**src/core/conv_seq_map.vh**
```
`ifndef CONV_SEQ_MAP_VH
`define CONV_SEQ_MAP_VH

// ****************************************
// Register pointers
// ****************************************
`define PTR_CONFIG_RD 8'h03
`define PTR_CONFIG_WR 8'h09
`define PTR_INTERVAL_RD 8'h04
`define PTR_INTERVAL_WR 8'h0a
`define PTR_SINGLE_SHOT 8'h0f
`define PTR_REMOTE_OFFSET 8'h11
`define PTR_CHANNEL_GATE 8'h16
`define PTR_FAULT_REPEAT 8'h22
`define PTR_IDEALITY_TRIM 8'h23
`define PTR_MAKER_CODE 8'hfe

// ****************************************
// Fields and reset values
// ****************************************
`define CFG_SHUTDOWN_BIT 6
`define GATE_LOCAL_BIT 0
`define GATE_REMOTE_BIT 1
`define INTERVAL_RST 8'h08
`define INTERVAL_MAX 8'h09
`define GATE_RST 2'h3
`define FAULT_REPEAT_RST 4'h1
`define TRIM_RST 8'h00
`define OFFSET_RST 8'h00
`define READ_ZERO 8'h00

// ****************************************
// Timing
// ****************************************
`define CLK_MHZ 250
`define CONV_TIME_US 15000
`define MIN_PERIOD_US 31250
`define CONV_CYC_DFLT (`CONV_TIME_US * `CLK_MHZ)
`define MIN_PERIOD_CYC_DFLT (`MIN_PERIOD_US * `CLK_MHZ)

// ****************************************
// Correction constants
// ****************************************
`define ETA_BASE 2088
`define KELVIN_SIXTEENTHS 4370
`define FRAC_BITS 4

`endif

```
**src/core/result_correct.v**
```verilog
`timescale 1ns/1ps
`default_nettype none
`include "conv_seq_map.vh"

module result_correct #(
  parameter W = 12
) (
  input wire sys_clk_i,
  input wire srst_i,
  input wire load_i,
  input wire remote_i,
  input wire [W-1:0] raw_i,
  input wire [7:0] trim_i,
  input wire [7:0] offset_i,
  output reg [W-1:0] result_o,
  output reg remote_o,
  output reg valid_o
);

  // ****************************************
  // Ideality and offset correction
  // ****************************************
  // Scaling acts on absolute temperature, so the raw code is moved to kelvin first
  localparam signed [31:0] MAXV = (1 <<< (W - 1)) - 1;
  localparam signed [31:0] MINV = -(1 <<< (W - 1));
  wire signed [31:0] kelvin = $signed(raw_i) + `KELVIN_SIXTEENTHS;
  wire signed [31:0] scale = `ETA_BASE + $signed(trim_i);
  wire signed [31:0] scaled = (kelvin * scale) / `ETA_BASE - `KELVIN_SIXTEENTHS;
  wire signed [31:0] shifted = scaled + ($signed(offset_i) <<< `FRAC_BITS);
  reg signed [31:0] remote_val;
  always @* begin
    if (shifted > MAXV) begin
      remote_val = MAXV;
    end else if (shifted < MINV) begin
      remote_val = MINV;
    end else begin
      remote_val = shifted;
    end
  end

  always @(posedge sys_clk_i) begin
    if (srst_i) begin
      result_o <= {W{1'b0}};
      remote_o <= 1'b0;
      valid_o <= 1'b0;
    end else begin
      valid_o <= load_i;
      if (load_i) begin
        remote_o <= remote_i;
        result_o <= remote_i ? remote_val[W-1:0] : raw_i;
      end
    end
  end

endmodule // result_correct
`default_nettype wire

```
**src/core/conversion_sequencing_and_correction.v**
```verilog
`timescale 1ns/1ps
`default_nettype none
`include "conv_seq_map.vh"

module conversion_sequencing_and_correction #(
  parameter W = 12,
  parameter [31:0] CONV_CYC = `CONV_CYC_DFLT,
  parameter [31:0] MIN_PERIOD_CYC = `MIN_PERIOD_CYC_DFLT,
  parameter [7:0] MAKER_CODE = 8'ha3 // Arbitrary value
) (
  input wire sys_clk_i,
  input wire srst_i,
  input wire [7:0] ptr_i,
  input wire reg_wr_i,
  input wire reg_rd_i,
  input wire [7:0] wdata_i,
  output reg [7:0] rdata_o,
  input wire [W-1:0] adc_data_i,
  output reg adc_start_o,
  output reg adc_remote_o,
  output wire busy_o,
  input wire [W-1:0] local_high_lim_i,
  input wire [W-1:0] local_low_lim_i,
  input wire [W-1:0] remote_high_lim_i,
  input wire [W-1:0] remote_low_lim_i,
  input wire flags_clear_i,
  output reg [W-1:0] local_result_o,
  output reg [W-1:0] remote_result_o,
  output reg result_valid_o,
  output wire local_over_flag_o,
  output wire local_under_flag_o,
  output wire remote_over_flag_o,
  output wire remote_under_flag_o,
  output wire alarm_o
);

  // ****************************************
  // States
  // ****************************************
  localparam [1:0] ST_HALT = 2'd0;
  localparam [1:0] ST_WAIT = 2'd1;
  localparam [1:0] ST_LOCAL = 2'd2;
  localparam [1:0] ST_REMOTE = 2'd3;

  // ****************************************
  // Functions
  // ****************************************
  function [31:0] period_of;
    input [7:0] code;
    reg [3:0] sh;
    begin
      sh = (code > `INTERVAL_MAX) ? 4'd0 : (4'd9 - code[3:0]);
      period_of = MIN_PERIOD_CYC << sh;
    end
  endfunction

  function [2:0] needed_of;
    input [3:0] code;
    begin
      case (code)
        4'h3: needed_of = 3'd2;
        4'h7: needed_of = 3'd3;
        4'hf: needed_of = 3'd4;
        default: needed_of = 3'd1;
      endcase
    end
  endfunction

  function [2:0] bump;
    input [2:0] cnt;
    input fault;
    input [2:0] need;
    begin
      if (!fault) begin
        bump = 3'd0;
      end else if (cnt < need) begin
        bump = cnt + 3'd1;
      end else begin
        bump = cnt;
      end
    end
  endfunction

  // ****************************************
  // Registers
  // ****************************************
  reg shutdown_ctl_reg;
  reg [7:0] interval_reg;
  reg [1:0] gate_reg;
  reg [3:0] fault_repeat_reg;
  reg [7:0] trim_reg;
  reg [7:0] offset_reg;

  wire local_channel_on = gate_reg[`GATE_LOCAL_BIT];
  wire remote_channel_on = gate_reg[`GATE_REMOTE_BIT];

  always @(posedge sys_clk_i) begin
    if (srst_i) begin
      shutdown_ctl_reg <= 1'b0;
      interval_reg <= `INTERVAL_RST;
      gate_reg <= `GATE_RST;
      fault_repeat_reg <= `FAULT_REPEAT_RST;
      trim_reg <= `TRIM_RST;
      offset_reg <= `OFFSET_RST;
    end else if (reg_wr_i) begin
      // Single-shot pointer has no storage here: its data byte is dropped
      case (ptr_i)
        `PTR_CONFIG_WR: shutdown_ctl_reg <= wdata_i[`CFG_SHUTDOWN_BIT];
        `PTR_INTERVAL_WR: interval_reg <= wdata_i;
        `PTR_CHANNEL_GATE: gate_reg <= wdata_i[1:0];
        `PTR_FAULT_REPEAT: fault_repeat_reg <= wdata_i[3:0];
        `PTR_IDEALITY_TRIM: trim_reg <= wdata_i;
        `PTR_REMOTE_OFFSET: offset_reg <= wdata_i;
        default: ;
      endcase
    end
  end

  // Read data registered, valid the cycle after the read strobe
  always @(posedge sys_clk_i) begin
    if (srst_i) begin
      rdata_o <= `READ_ZERO;
    end else if (reg_rd_i) begin
      case (ptr_i)
        `PTR_CONFIG_RD: rdata_o <= {1'b0, shutdown_ctl_reg, 6'h00};
        `PTR_INTERVAL_RD: rdata_o <= interval_reg;
        `PTR_CHANNEL_GATE: rdata_o <= {6'h00, gate_reg};
        `PTR_FAULT_REPEAT: rdata_o <= {4'h0, fault_repeat_reg};
        `PTR_IDEALITY_TRIM: rdata_o <= trim_reg;
        `PTR_REMOTE_OFFSET: rdata_o <= offset_reg;
        `PTR_MAKER_CODE: rdata_o <= MAKER_CODE;
        default: rdata_o <= `READ_ZERO;
      endcase
    end
  end

  // ****************************************
  // Conversion sequencer
  // ****************************************
  reg [1:0] state_reg;
  reg [1:0] state_next;
  reg [31:0] period_cnt_reg;
  reg [31:0] conv_cnt_reg;

  wire idle = (state_reg == ST_HALT) || (state_reg == ST_WAIT);
  assign busy_o = !idle;

  // Single shot counts only when fully halted; in continuous mode it is ignored
  wire one_shot = reg_wr_i && (ptr_i == `PTR_SINGLE_SHOT) && shutdown_ctl_reg
                  && (state_reg == ST_HALT);
  wire period_up = (period_cnt_reg == 32'd0);
  wire conv_end = (conv_cnt_reg == 32'd0);
  wire cont_start = !shutdown_ctl_reg && period_up && idle;
  wire cycle_start = cont_start || one_shot;
  // Where the cycle goes once all enabled channels are done
  wire [1:0] after_cycle = shutdown_ctl_reg ? ST_HALT : ST_WAIT;

  always @* begin
    state_next = state_reg;
    case (state_reg)
      ST_HALT, ST_WAIT: begin
        if (cycle_start) begin
          if (local_channel_on) begin
            state_next = ST_LOCAL;
          end else if (remote_channel_on) begin
            state_next = ST_REMOTE;
          end else begin
            state_next = after_cycle;
          end
        end else if (state_reg == ST_WAIT && shutdown_ctl_reg) begin
          state_next = ST_HALT;
        end else if (state_reg == ST_HALT && !shutdown_ctl_reg) begin
          state_next = ST_WAIT;
        end
      end
      ST_LOCAL: begin
        if (conv_end) begin
          state_next = remote_channel_on ? ST_REMOTE : after_cycle;
        end
      end
      ST_REMOTE: begin
        if (conv_end) begin
          state_next = after_cycle;
        end
      end
      default: state_next = ST_HALT;
    endcase
  end

  wire entering_conv = (state_next == ST_LOCAL || state_next == ST_REMOTE)
                       && (state_next != state_reg);

  always @(posedge sys_clk_i) begin
    if (srst_i) begin
      state_reg <= ST_WAIT;
      period_cnt_reg <= 32'd0;
      conv_cnt_reg <= 32'd0;
      adc_start_o <= 1'b0;
      adc_remote_o <= 1'b0;
    end else begin
      state_reg <= state_next;
      adc_start_o <= entering_conv;
      // Period runs start to start, so idle time absorbs the fixed conversion time
      if (cont_start) begin
        period_cnt_reg <= period_of(interval_reg) - 32'd1;
      end else if (!period_up) begin
        period_cnt_reg <= period_cnt_reg - 32'd1;
      end
      if (entering_conv) begin
        conv_cnt_reg <= CONV_CYC - 32'd1;
        adc_remote_o <= (state_next == ST_REMOTE);
      end else if (!conv_end) begin
        conv_cnt_reg <= conv_cnt_reg - 32'd1;
      end
    end
  end

  // ****************************************
  // Correction and results
  // ****************************************
  wire corr_load = (state_reg == ST_LOCAL || state_reg == ST_REMOTE) && conv_end;
  wire [W-1:0] corr_result;
  wire corr_remote;
  wire corr_valid;

  result_correct #(
    .W(W)
  ) u_correct (
    .sys_clk_i(sys_clk_i),
    .srst_i(srst_i),
    .load_i(corr_load),
    .remote_i(state_reg == ST_REMOTE),
    .raw_i(adc_data_i),
    .trim_i(trim_reg),
    .offset_i(offset_reg),
    .result_o(corr_result),
    .remote_o(corr_remote),
    .valid_o(corr_valid)
  );

  // ****************************************
  // Limit comparison and fault counting
  // ****************************************
  reg [2:0] l_over_cnt_reg;
  reg [2:0] l_under_cnt_reg;
  reg [2:0] r_over_cnt_reg;
  reg [2:0] r_under_cnt_reg;
  reg [3:0] flag_reg;

  wire [2:0] need = needed_of(fault_repeat_reg);
  wire above_l = $signed(corr_result) > $signed(local_high_lim_i);
  wire below_l = $signed(corr_result) < $signed(local_low_lim_i);
  wire above_r = $signed(corr_result) > $signed(remote_high_lim_i);
  wire below_r = $signed(corr_result) < $signed(remote_low_lim_i);
  wire [2:0] l_over_nx = bump(l_over_cnt_reg, above_l, need);
  wire [2:0] l_under_nx = bump(l_under_cnt_reg, below_l, need);
  wire [2:0] r_over_nx = bump(r_over_cnt_reg, above_r, need);
  wire [2:0] r_under_nx = bump(r_under_cnt_reg, below_r, need);
  wire lv = corr_valid && !corr_remote;
  wire rv = corr_valid && corr_remote;
  // Set wins over the clear from the status read
  wire [3:0] flag_set = {lv && l_over_nx >= need, lv && l_under_nx >= need,
                         rv && r_over_nx >= need, rv && r_under_nx >= need};
  wire [3:0] flag_hold = {l_over_cnt_reg != 3'd0, l_under_cnt_reg != 3'd0,
                          r_over_cnt_reg != 3'd0, r_under_cnt_reg != 3'd0};

  always @(posedge sys_clk_i) begin
    if (srst_i) begin
      l_over_cnt_reg <= 3'd0;
      l_under_cnt_reg <= 3'd0;
      r_over_cnt_reg <= 3'd0;
      r_under_cnt_reg <= 3'd0;
      flag_reg <= 4'h0;
      local_result_o <= {W{1'b0}};
      remote_result_o <= {W{1'b0}};
      result_valid_o <= 1'b0;
    end else begin
      result_valid_o <= corr_valid;
      if (lv) begin
        local_result_o <= corr_result;
        l_over_cnt_reg <= l_over_nx;
        l_under_cnt_reg <= l_under_nx;
      end
      if (rv) begin
        remote_result_o <= corr_result;
        r_over_cnt_reg <= r_over_nx;
        r_under_cnt_reg <= r_under_nx;
      end
      if (flags_clear_i) begin
        flag_reg <= (flag_reg & flag_hold) | flag_set;
      end else begin
        flag_reg <= flag_reg | flag_set;
      end
    end
  end

  assign local_over_flag_o = flag_reg[3];
  assign local_under_flag_o = flag_reg[2];
  assign remote_over_flag_o = flag_reg[1];
  assign remote_under_flag_o = flag_reg[0];
  assign alarm_o = |flag_reg;

endmodule // conversion_sequencing_and_correction
`default_nettype wire

```
**config.mk**
```make
export PLATFORM = sky130hd
export DESIGN_NAME = conversion_sequencing_and_correction
export DESIGN_NICKNAME = d
export VERILOG_FILES = /design/src/core/result_correct.v /design/src/core/conversion_sequencing_and_correction.v
export VERILOG_INCLUDE_DIRS = /design/src /design/src/core
export SDC_FILE = /design/constraint.sdc
export NUM_CORES = 1
export LEC_CHECK = 0
export ABC_AREA = 1
export ABC_CLOCK_PERIOD_IN_PS = 39200
export BUFFER_PORTS_ARGS = -buffer_cell sky130_fd_sc_hd__buf_2
export CAP_MARGIN = 20
export CORE_UTILIZATION = 50
export CTS_BUF_LIST = sky130_fd_sc_hd__clkbuf_16
export CTS_CLUSTER_DIAMETER = 100
export DETAILED_ROUTE_END_ITERATION = 8
export HOLD_SLACK_MARGIN = 0.15
export PLACE_DENSITY_LB_ADDON = 0.3
export SETUP_SLACK_MARGIN = 0.3
export SLEW_MARGIN = 20
export SYNTH_ARGS = -nofsm -noshare
export SYNTH_HDL_FRONTEND = slang
export SYNTH_SLANG_ARGS = --single-unit
```
**constraint.sdc**
```tcl
create_clock -name sys_clk_i -period 39.2 [get_ports sys_clk_i]
set_clock_uncertainty 0.15 [all_clocks]
set_input_delay 1.96 -clock sys_clk_i [delete_from_list [all_inputs] [get_ports sys_clk_i]]
set_output_delay 1.96 -clock sys_clk_i [all_outputs]
set_load 0.02 [all_outputs]
```
==> flow_summary.yaml, run 1 <==
timing:
  fin_crit_sh_pct: 54.94
  slew_viol_final: 0
  rsz0062_at_grt: "false"
  hold_violations: 0
  timing.setup.tns_ns: 0
  max_slew.worst_pin.slew_ns: 1.161
  slew_headroom_pct: 21.90
  setup_viol_count_final: 0
  fmax_mhz: 46.44
  period_minus_slack_ns: 21.54
synthesis:
  netlist_instances: 3473
  postSynthAreaPerCell_um2: 6.676
  seq_area_frac_synth_pct: 13.99
  syn-num-nets: 3881
  ys.flop_type: "dfxtp_1"
  ys.warnings.count: 0
  synth-edff-count: 0
  netlist-cell-type-count: 74
  ys_ff_latch: 162
  syn_area_um2: 23180
  synth-async-reset-ratio_pct: 0
final_layout:
  synthToLayoutAreaGrowth_pct: 7.442
  seq_area_um2: 3243
  multiInputGateArea_um2: 17010
  layout_commonest_cell: "nand2_1"
  nets: 3973
  fill_cells: 4498
  drive_gt1_share_pct: 16.66
  stdcell_area_um2: 24910
  final_cell_mix: "nand2_1 (674), inv_1 (603), nor2_1 (349)"
critical_path:
  endpoint_kind: "flip-flop"
  cp_num_buf_inv: 15
  critPathLaunchType: "primary input"
  crit_type: "primary input to flip-flop"
  slowest_stage: "a21oi_1"
  cp_top_family: "simple AND/OR/NAND/NOR gates"
  crit_required_ns: 39.36
  critical_path.max_fanout: 12
  crit_path_max_incr_delay_ns: 0.67
  critical_path.most_common_cell: "nand2_2"
  critPathArrivalTime_ns: 21.69
global_routing:
  grt_start_max_net_pins: 66
  antenna_found_initial: 2
  grt_pass1_vias: 20753
  grt-ovfl-total: 0
  grt_usage_pct: 25.51
  grt_pass1_wl_mm: 99.28
floorplanning:
  start_util_pct: 50.87
  core_um2: 45580
  dieArea_um2: 47230
  die_h_um: 217.3
  die_w_um: 217.3
  row_count: 78
  pin_count: 122
routing:
  ant_nets: 0
  wl_per_cell_um: 14.06
  routed_wl_mm: 58.74
  vias: 21650
  routed_via_density: 5.181
  drt-initial-drc-count: 1369
  drc_errors: 0
  dr.pass1.iters: 5
clock_tree:
  clk_pin_slew_ns: 0.08
  cts_buffers: 17
  worstSkewPairLatency_ns: 0.45
  ctsHtreeMaxLevel: 4
  cts_tree: "done"
  clockRootBuffer: "clkbuf_16"
  clk_path_buf_depth: 2
  post_cts_buffers: 0
  ctsHoldBuffers: 0
  cts_resized: 0
  cts.sinks: 162
flow_run:
  max_cap_viol_count: 0
placed_design:
  hpwl_mm: 48.27
  port_buffers: 121
  place.gp.congestion: 0.9546
  place_area_um2: 24310
min_path:
  hp-class: "flip-flop to flip-flop"
status:
  status: "complete, no violations"
[kinds of logic (layout without fill, tap and decap cells)]
group           count (synthesis)  count (layout)  share of synthesized area (%)
other cells                     0               1                              0
compound gates                429             429                          10.95
xor+xnor                       87              87                          3.400
buf+inv                       741             846                          12.63
flops                         162             162                          13.99
fa+ha+maj                     327             327                          21.27
simple gates                 1727            1727                          37.76
[layout make-up]
cell class              count  area share (%)
multi-input cells        2570           68.30
flip-flops and latches    162           13.02
inverters                 687           10.66
well taps                 600           3.014
repair buffers            127           2.612
clock buffers              17           1.708
clock inverters            15          0.6781
diodes                      1         0.01005
[routing by layer]
layer  global-route usage [%]  wire, um  vias up
met5                        0        12        -
met2                    44.37     27690      520
li1                         -         -    11178
met1                    32.70     26800     9857
met3                    2.949      2646       93
met4                    8.146      1593        2
[worst register-to-register path: cells and delay by family, from the launching register on]
| kind | cells | cell delay (ns) |
|---|---|---|
| and+or+nand+nor | 87 | 10.38 |
| adders and majority gates | 11 | 4.68 |
| AOI/OAI and AO/OA | 13 | 3.01 |
| buffers and inverters | 13 | 1.02 |
| DFF | 1 | 0.44 |
| xor gates and xnor gates | 2 | 0.42 |
[worst paths after layout]
check	from	to	slack [ns]	depth (start not counted)
worst max-delay path	adc_data_i[1]	u_correct.result_o[7]	17.66	131
worst min-delay path	u_correct.valid_o	result_valid_o	0.30	2
worst max register to register	trim_reg[3]	u_correct.result_o[7]	18.99	126
worst min register to register	u_correct.valid_o	result_valid_o	0.30	2
[per-stage QoR]
| stage | hold slack [ns] | util (%) | worst slack [ns] | std cells |
|---|---|---|---|---|
| detailed placement | 0.2934 | 53.35 | 17.30 | 4146 |
| global route | 0.3200 | 54.65 | 15.74 | 4178 |
| floorplan | 0.2752 | - | 20.03 | 3473 |
| finish | 0.3022 | 54.66 | 17.66 | 4179 |
| global placement | 0.2886 | 53.35 | 17.63 | 4146 |
| CTS | 0.3046 | 54.65 | 17.73 | 4178 |
[cells in the mapped netlist (all sizes together), types with 10 or more instances]
library cell,n,area (um^2)
dfxtp,162,3243
ha,215,2690
or2,21,131.4
nor4,15,93.84
buf,10,107.6
o211ai,22,165.2
xor2,65,595.6
fa,112,2242
clkinv,32,167.7
nand3,252,1559
clkbuf,44,165.2
a31oi,14,87.58
o21ai,136,740.7
xnor2,22,192.7
nand4,63,409.1
o21bai,11,82.58
nor3,52,270.3
a21oi,203,1121
nor2,391,1665
inv,655,2489
nand2,908,4441
nand3b,12,90.09
Power of run 1 is left out: the tool's default activity adds up to more than one toggle a clock period on the data nets, which glitch-free logic cannot reach.
==> run 2, diff against run 1 <==
--- a/config.mk
+++ b/config.mk
@@ -7,7 +7,7 @@
 export NUM_CORES = 1
 export LEC_CHECK = 0
 export ABC_AREA = 1
-export ABC_CLOCK_PERIOD_IN_PS = 39200
+export ABC_CLOCK_PERIOD_IN_PS = 21900
 export BUFFER_PORTS_ARGS = -buffer_cell sky130_fd_sc_hd__buf_2
 export CAP_MARGIN = 20
 export CORE_UTILIZATION = 50
==> constraint.sdc (replaced) <==
create_clock -name sys_clk_i -period 21.9 [get_ports sys_clk_i]
set_clock_uncertainty 0.15 [all_clocks]
set_input_delay 1.095 -clock sys_clk_i [delete_from_list [all_inputs] [get_ports sys_clk_i]]
set_output_delay 1.095 -clock sys_clk_i [all_outputs]
set_load 0.02 [all_outputs]
==> run 2 against run 1 <==
Non-clock buffer count increased by 18. Flip-flop and latch count unchanged. Worst hold slack got worse by 0.0058 ns. Global-route usage increased by 0.10 points. Sequential share of layout area decreased by 0.17 points. Critical path depth increased by 1. Wire length increased by 1.3%. Final cell count increased by 0.55%. Die area unchanged. Count of clock-buffer cells in the layout unchanged. Worst setup slack got worse by 16 ns. Via count increased by 1.1%. Critical endpoint unchanged.
==> flow_summary.yaml, run 2 (same netlist as run 1, synthesis figures left out) <==
status:
  status: "complete, no violations"
routing:
  routed_wl_mm: 59.50
  ant_nets: 0
  vias: 21885
  routed_via_density: 5.208
  wl_per_cell_um: 14.16
  drc_errors: 0
  dr.pass1.iters: 5
  drt-initial-drc-count: 1346
final_layout:
  stdcell_area_um2: 25240
  drive_gt1_share_pct: 17.56
  synthToLayoutAreaGrowth_pct: 8.867
  final_cell_mix: "nand2_1 (671), inv_1 (603), nor2_1 (346)"
  layout_commonest_cell: "nand2_1"
  nets: 3994
  fin_util_pct: 55.38
  fill_cells: 4521
timing:
  fmax_mhz: 49.92
  hold_violations: 0
  timing.setup.tns_ns: 0
  period_minus_slack_ns: 20.03
  slew_viol_final: 0
  slew_headroom_pct: 37.43
  rsz0062_at_grt: "false"
  fin_crit_sh_pct: 91.48
  setup_viol_count_final: 0
  max_slew.worst_pin.slew_ns: 0.9363
  whs_ns: 0.2963
floorplanning:
  row_count: 78
  die_h_um: 217.3
  core_um2: 45580
  start_util_pct: 50.87
  pin_count: 122
  dieArea_um2: 47230
  die_w_um: 217.3
critical_path:
  crit_path_start: "adc_data_i[1]"
  critical_path.most_common_cell: "nand2_4"
  cp_top_family: "simple AND/OR/NAND/NOR gates"
  critical_path.max_fanout: 12
  crit_path_max_incr_delay_ns: 0.55
  crit_required_ns: 22.13
  worstReg2RegStart: "trim_reg[3]"
  crit_type: "primary input to flip-flop"
  endpoint_kind: "flip-flop"
  cp_num_buf_inv: 16
  critPathArrivalTime_ns: 20.27
  slowest_stage: "fa_1"
  critPathLaunchType: "primary input"
clock_tree:
  clk_path_buf_depth: 2
  ctsHoldBuffers: 0
  clk_pin_slew_ns: 0.09
  cts_tree: "done"
  clockRootBuffer: "clkbuf_16"
  ctsHtreeMaxLevel: 4
  cts_buffers: 17
  cts.sinks: 162
  worstSkewPairLatency_ns: 0.45
global_routing:
  grt-ovfl-total: 0
  grt_start_max_net_pins: 66
  grt_usage_pct: 25.61
  antenna_found_initial: 3
  grt_pass1_vias: 20791
  grt_pass1_wl_mm: 99.59
min_path:
  hp-class: "flip-flop to flip-flop"
  hold_start: "u_correct.valid_o"
placed_design:
  place.gp.congestion: 0.9540
  port_buffers: 121
  place_area_um2: 24310
  hpwl_mm: 48.40
flow_run:
  max_cap_viol_count: 0
run 2: cell types whose count changed in the layout (fill, tap and decap cells not counted), moves of 3 or more:
cell	delta
nor2_2	+3
inv_12	+4
nand2_1	-3
nor2_1	-3
buf_4	+18
run 2: worst paths after layout:
check	end	slack, ns	cells after the start
worst max-delay path	u_correct.result_o[7]	1.87	132
worst min-delay path	result_valid_o	0.30	2
worst max register to register	u_correct.result_o[7]	2.22	127
worst min register to register	result_valid_o	0.30	2
run 2: metrics by stage:
stage          cells  setup slack [ns]
6_report        4202             1.867
4_1_cts         4178             1.202
2_1_floorplan   3473             3.593
5_1_grt         4201            0.2763
3_5_place_dp    4146            0.7702
3_3_place_gp    4146             1.203
run 2: worst reg2reg max path, delay by kind of cell, from the launching register on:
family,cells,cell delay [ns]
DFF,1,0.45
and+or+nand+nor,86,10.01
AOI/OAI and AO/OA,16,2.99
buffers and inverters,14,1.40
adders and majority gates,11,4.67
run 2: timing repair:
item	CTS	global route
endpoints found under the setup margin	0	11
resized for setup	0	25
setup buffers	0	18
run 2: cell type report:
| type | instances | area, um^2 | area share, % |
|---|---|---|---|
| multi-input cells | 2573 | 17160 | 67.98 |
| inverters | 687 | 2656 | 10.52 |
| clock inverters | 15 | 211.5 | 0.8378 |
| repair buffers | 145 | 788.3 | 3.123 |
| clock buffers | 17 | 425.4 | 1.685 |
| flip-flops and latches | 162 | 3243 | 12.85 |
| diodes | 3 | 7.507 | 0.02974 |
| well taps | 600 | 750.7 | 2.974 |
run 2: per-layer routing:
layer  routed length (um)  track usage (%)  vias to the layer above  part of all wire [%]
met5                   11                0                        -                 0.018
met4                 1679            8.216                        2                   2.8
met3                 2522            2.446                      105                   4.2
met2                28250            44.48                      515                    47
met1                27030            33.21                    10020                    45
li1                     -                -                    11243                     -
Power of run 2 is left out for the same reason.
==> run 3, diff against run 2 <==
--- a/config.mk
+++ b/config.mk
@@ -6,7 +6,7 @@
 export SDC_FILE = /design/constraint.sdc
 export NUM_CORES = 1
 export LEC_CHECK = 0
-export ABC_AREA = 1
+export ABC_AREA = 0
 export ABC_CLOCK_PERIOD_IN_PS = 21900
 export BUFFER_PORTS_ARGS = -buffer_cell sky130_fd_sc_hd__buf_2
 export CAP_MARGIN = 20
@@ -20,4 +20,5 @@
 export SLEW_MARGIN = 20
 export SYNTH_ARGS = -nofsm -noshare
 export SYNTH_HDL_FRONTEND = slang
+export SYNTH_HIERARCHICAL = 1
 export SYNTH_SLANG_ARGS = --single-unit
==> run 3 against run 2 <==
Via count increased by 6.5%. Global-route usage increased by 2.0 points. Core utilization increased by 4.5 points. Critical path depth decreased by 39. Die area decreased by 0.56%. Synthesized cell count decreased by 14%. Worst hold slack improved by 0.0073 ns. Wire length increased by 14%. Sequential share of layout area decreased by 0.90 points. Fmax decreased by 4.5%. Register-to-register slack got worse by 1.2 ns. First-iteration DRC count increased by 49%. Critical endpoint is now u_correct/result_o[3].
==> flow_summary.yaml, run 3 <==
status:
  status: "complete, no violations"
clock_tree:
  clk_pin_slew_ns: 0.08
  cts_tree: "done"
  clk_path_buf_depth: 2
  clockRootBuffer: "clkbuf_16"
  cts.sinks: 162
  ctsHoldBuffers: 0
  worstSkewPairLatency_ns: 0.44
  cts_buffers: 17
  ctsHtreeMaxLevel: 4
routing:
  wl_per_cell_um: 17.64
  vias: 23313
  drc_errors: 0
  routed_via_density: 6.084
  ant_nets: 0
  drt-initial-drc-count: 2006
  dr.pass1.iters: 5
  routed_wl_mm: 67.58
synthesis:
  yosys.area.top_type_share_pct: 14.07
  postSynthAreaPerCell_um2: 7.695
  yosysTopAreaCell: "dfxtp_1"
  syn_area_um2: 23050
  synth_most_common_cell: "nand2_1"
  ys.flop_type: "dfxtp_1"
  netlist-cell-type-count: 139
  ys.warnings.count: 6
  synth_area_leaders: "dfxtp_1 (14%), ha_1 (12%), fa_1 (9.7%)"
  synthTopCellsByCount: "nand2_1 (305), inv_1 (295), nor2_1 (289), a21oi_1 (233), ha_1 (215)"
  ys_ff_latch: 162
  netlist_instances: 2996
  synth-edff-count: 0
  seq_area_frac_synth_pct: 14.07
  synth-async-reset-ratio_pct: 0
  syn-num-nets: 3404
critical_path:
  crit_required_ns: 22.13
  critPathArrivalTime_ns: 21.19
  critPathLaunchType: "primary input"
  cp_top_family: "compound AO/OA/AOI/OAI gates"
  endpoint_kind: "flip-flop"
  slowest_stage: "fa_1"
  critical_path.max_fanout: 7
  crit_type: "primary input to flip-flop"
  cp_num_buf_inv: 15
  crit_path_max_incr_delay_ns: 0.55
final_layout:
  nets: 3625
  final_cell_mix: "nand2_1 (299), inv_1 (294), nor2_1 (275)"
  multiInputGateArea_um2: 19410
  synthToLayoutAreaGrowth_pct: 17.79
  seq_area_um2: 3244
  drive_gt1_share_pct: 19.32
  fill_cells: 4008
  layout_commonest_cell: "nand2_1"
timing:
  rsz0062_at_grt: "true"
  slew_headroom_pct: 17.59
  setup_viol_count_final: 0
  slew_viol_final: 0
  max_slew.worst_pin.slew_ns: 1.227
  period_minus_slack_ns: 20.97
  fmax_mhz: 47.70
  whs_ns: 0.3036
  fin_crit_sh_pct: 95.74
  hold_violations: 0
placed_design:
  port_buffers: 121
  place.gp.congestion: 0.9423
  hpwl_mm: 51.85
min_path:
  hp-class: "flip-flop to flip-flop"
global_routing:
  antenna_found_initial: 3
  grt-ovfl-total: 0
  grt_pass1_vias: 21906
  grt_start_max_net_pins: 80
  grt_pass1_wl_mm: 108.3
  grt_usage_pct: 27.62
floorplanning:
  dieArea_um2: 46970
  row_count: 78
  die_h_um: 216.7
  start_util_pct: 50.80
  core_um2: 45380
  die_w_um: 216.7
  pin_count: 122
flow_run:
  max_cap_viol_count: 0
## run 3: changes by cell type in the layout (fill, tap and decap cells not counted), sizes merged, moves of 47 or more
cell	previous run	this run
nand2	908	306
inv	665	308
nand3	253	82
buf	144	303
nor2	391	292
xnor2	22	110
mux2i	0	63
and2	3	60
nand2b	0	52
a21o	0	47
## run 3: area by class of cell
class | instances | share of cell area (%)
clock inverter | 15 | 0.6866
sequential | 162 | 11.95
timing repair buffer | 303 | 7.368
inverter | 301 | 4.170
tap | 600 | 2.765
multi-input combinational | 2432 | 71.48
clock buffer | 17 | 1.567
antenna | 2 | 0.01843
## run 3: kinds of logic (layout without fill, tap and decap cells)
logic type / Yosys count / in the layout / share of synthesized area [%]
and+or+nand+nor: 1100 / 1100 / 23.88
buffers and inverters: 404 / 636 / 6.909
muxes: 75 / 76 / 3.474
adders and majority gates: 328 / 328 / 21.44
AOI/OAI and AO/OA: 763 / 764 / 23.50
DFF: 162 / 162 / 14.07
other: 0 / 2 / 0
xor gates and xnor gates: 164 / 164 / 6.730
## run 3: metrics by stage
| stage | std cells | TNS, ns | instance area (um^2) | setup slack [ns] | util (%) |
|---|---|---|---|---|---|
| 2_1_floorplan | 2996 | 0 | 23050 | 0.6085 | - |
| 3_3_place_gp | 3745 | -2.669 | 24940 | -0.2716 | 54.95 |
| 3_5_place_dp | 3745 | -7.934 | 24950 | -0.7226 | 54.97 |
| 4_1_cts | 3788 | 0 | 25870 | 0.3090 | 57.01 |
| 5_1_grt | 3831 | 0 | 27150 | 0.08506 | 59.83 |
| 6_report | 3832 | 0 | 27150 | 0.9336 | 59.83 |
## run 3: timing repair
action / 4_1_cts / 5_1_grt
gates resized for setup: 49 / 182
setup buffers: 10 / 41
endpoints found under the hold margin: 0 / 0
gates cloned: 1 / 1
pin swaps: 8 / 66
setup endpoints to repair: 12 / 12
## run 3: worst paths after layout
check | startpoint | end | slack (ns) | cells after the start
max | adc_data_i[1] | u_correct/result_o[3] | 0.93 | 93
min reg2reg | local_result_o[3] | local_result_o[3] | 0.30 | 2
max reg2reg | trim_reg[3] | u_correct/result_o[3] | 1.07 | 89
min | local_result_o[3] | local_result_o[3] | 0.30 | 2
## run 3: routing by layer
metal / vias to the layer above / GRT usage (%) / wire (um)
li1: 11116 / - / -
met2: 824 / 47.99 / 33640
met1: 11222 / 35.66 / 28350
met4: 4 / 8.873 / 1797
met5: - / 0 / 27
met3: 147 / 2.877 / 3765
## run 3: tightest hold or removal path: stages (launching register included)
cell     delay [ns]
dfxtp_1        0.31
nand2_1        0.05
a21oi_1        0.05
Power of run 3 is left out for the same reason.
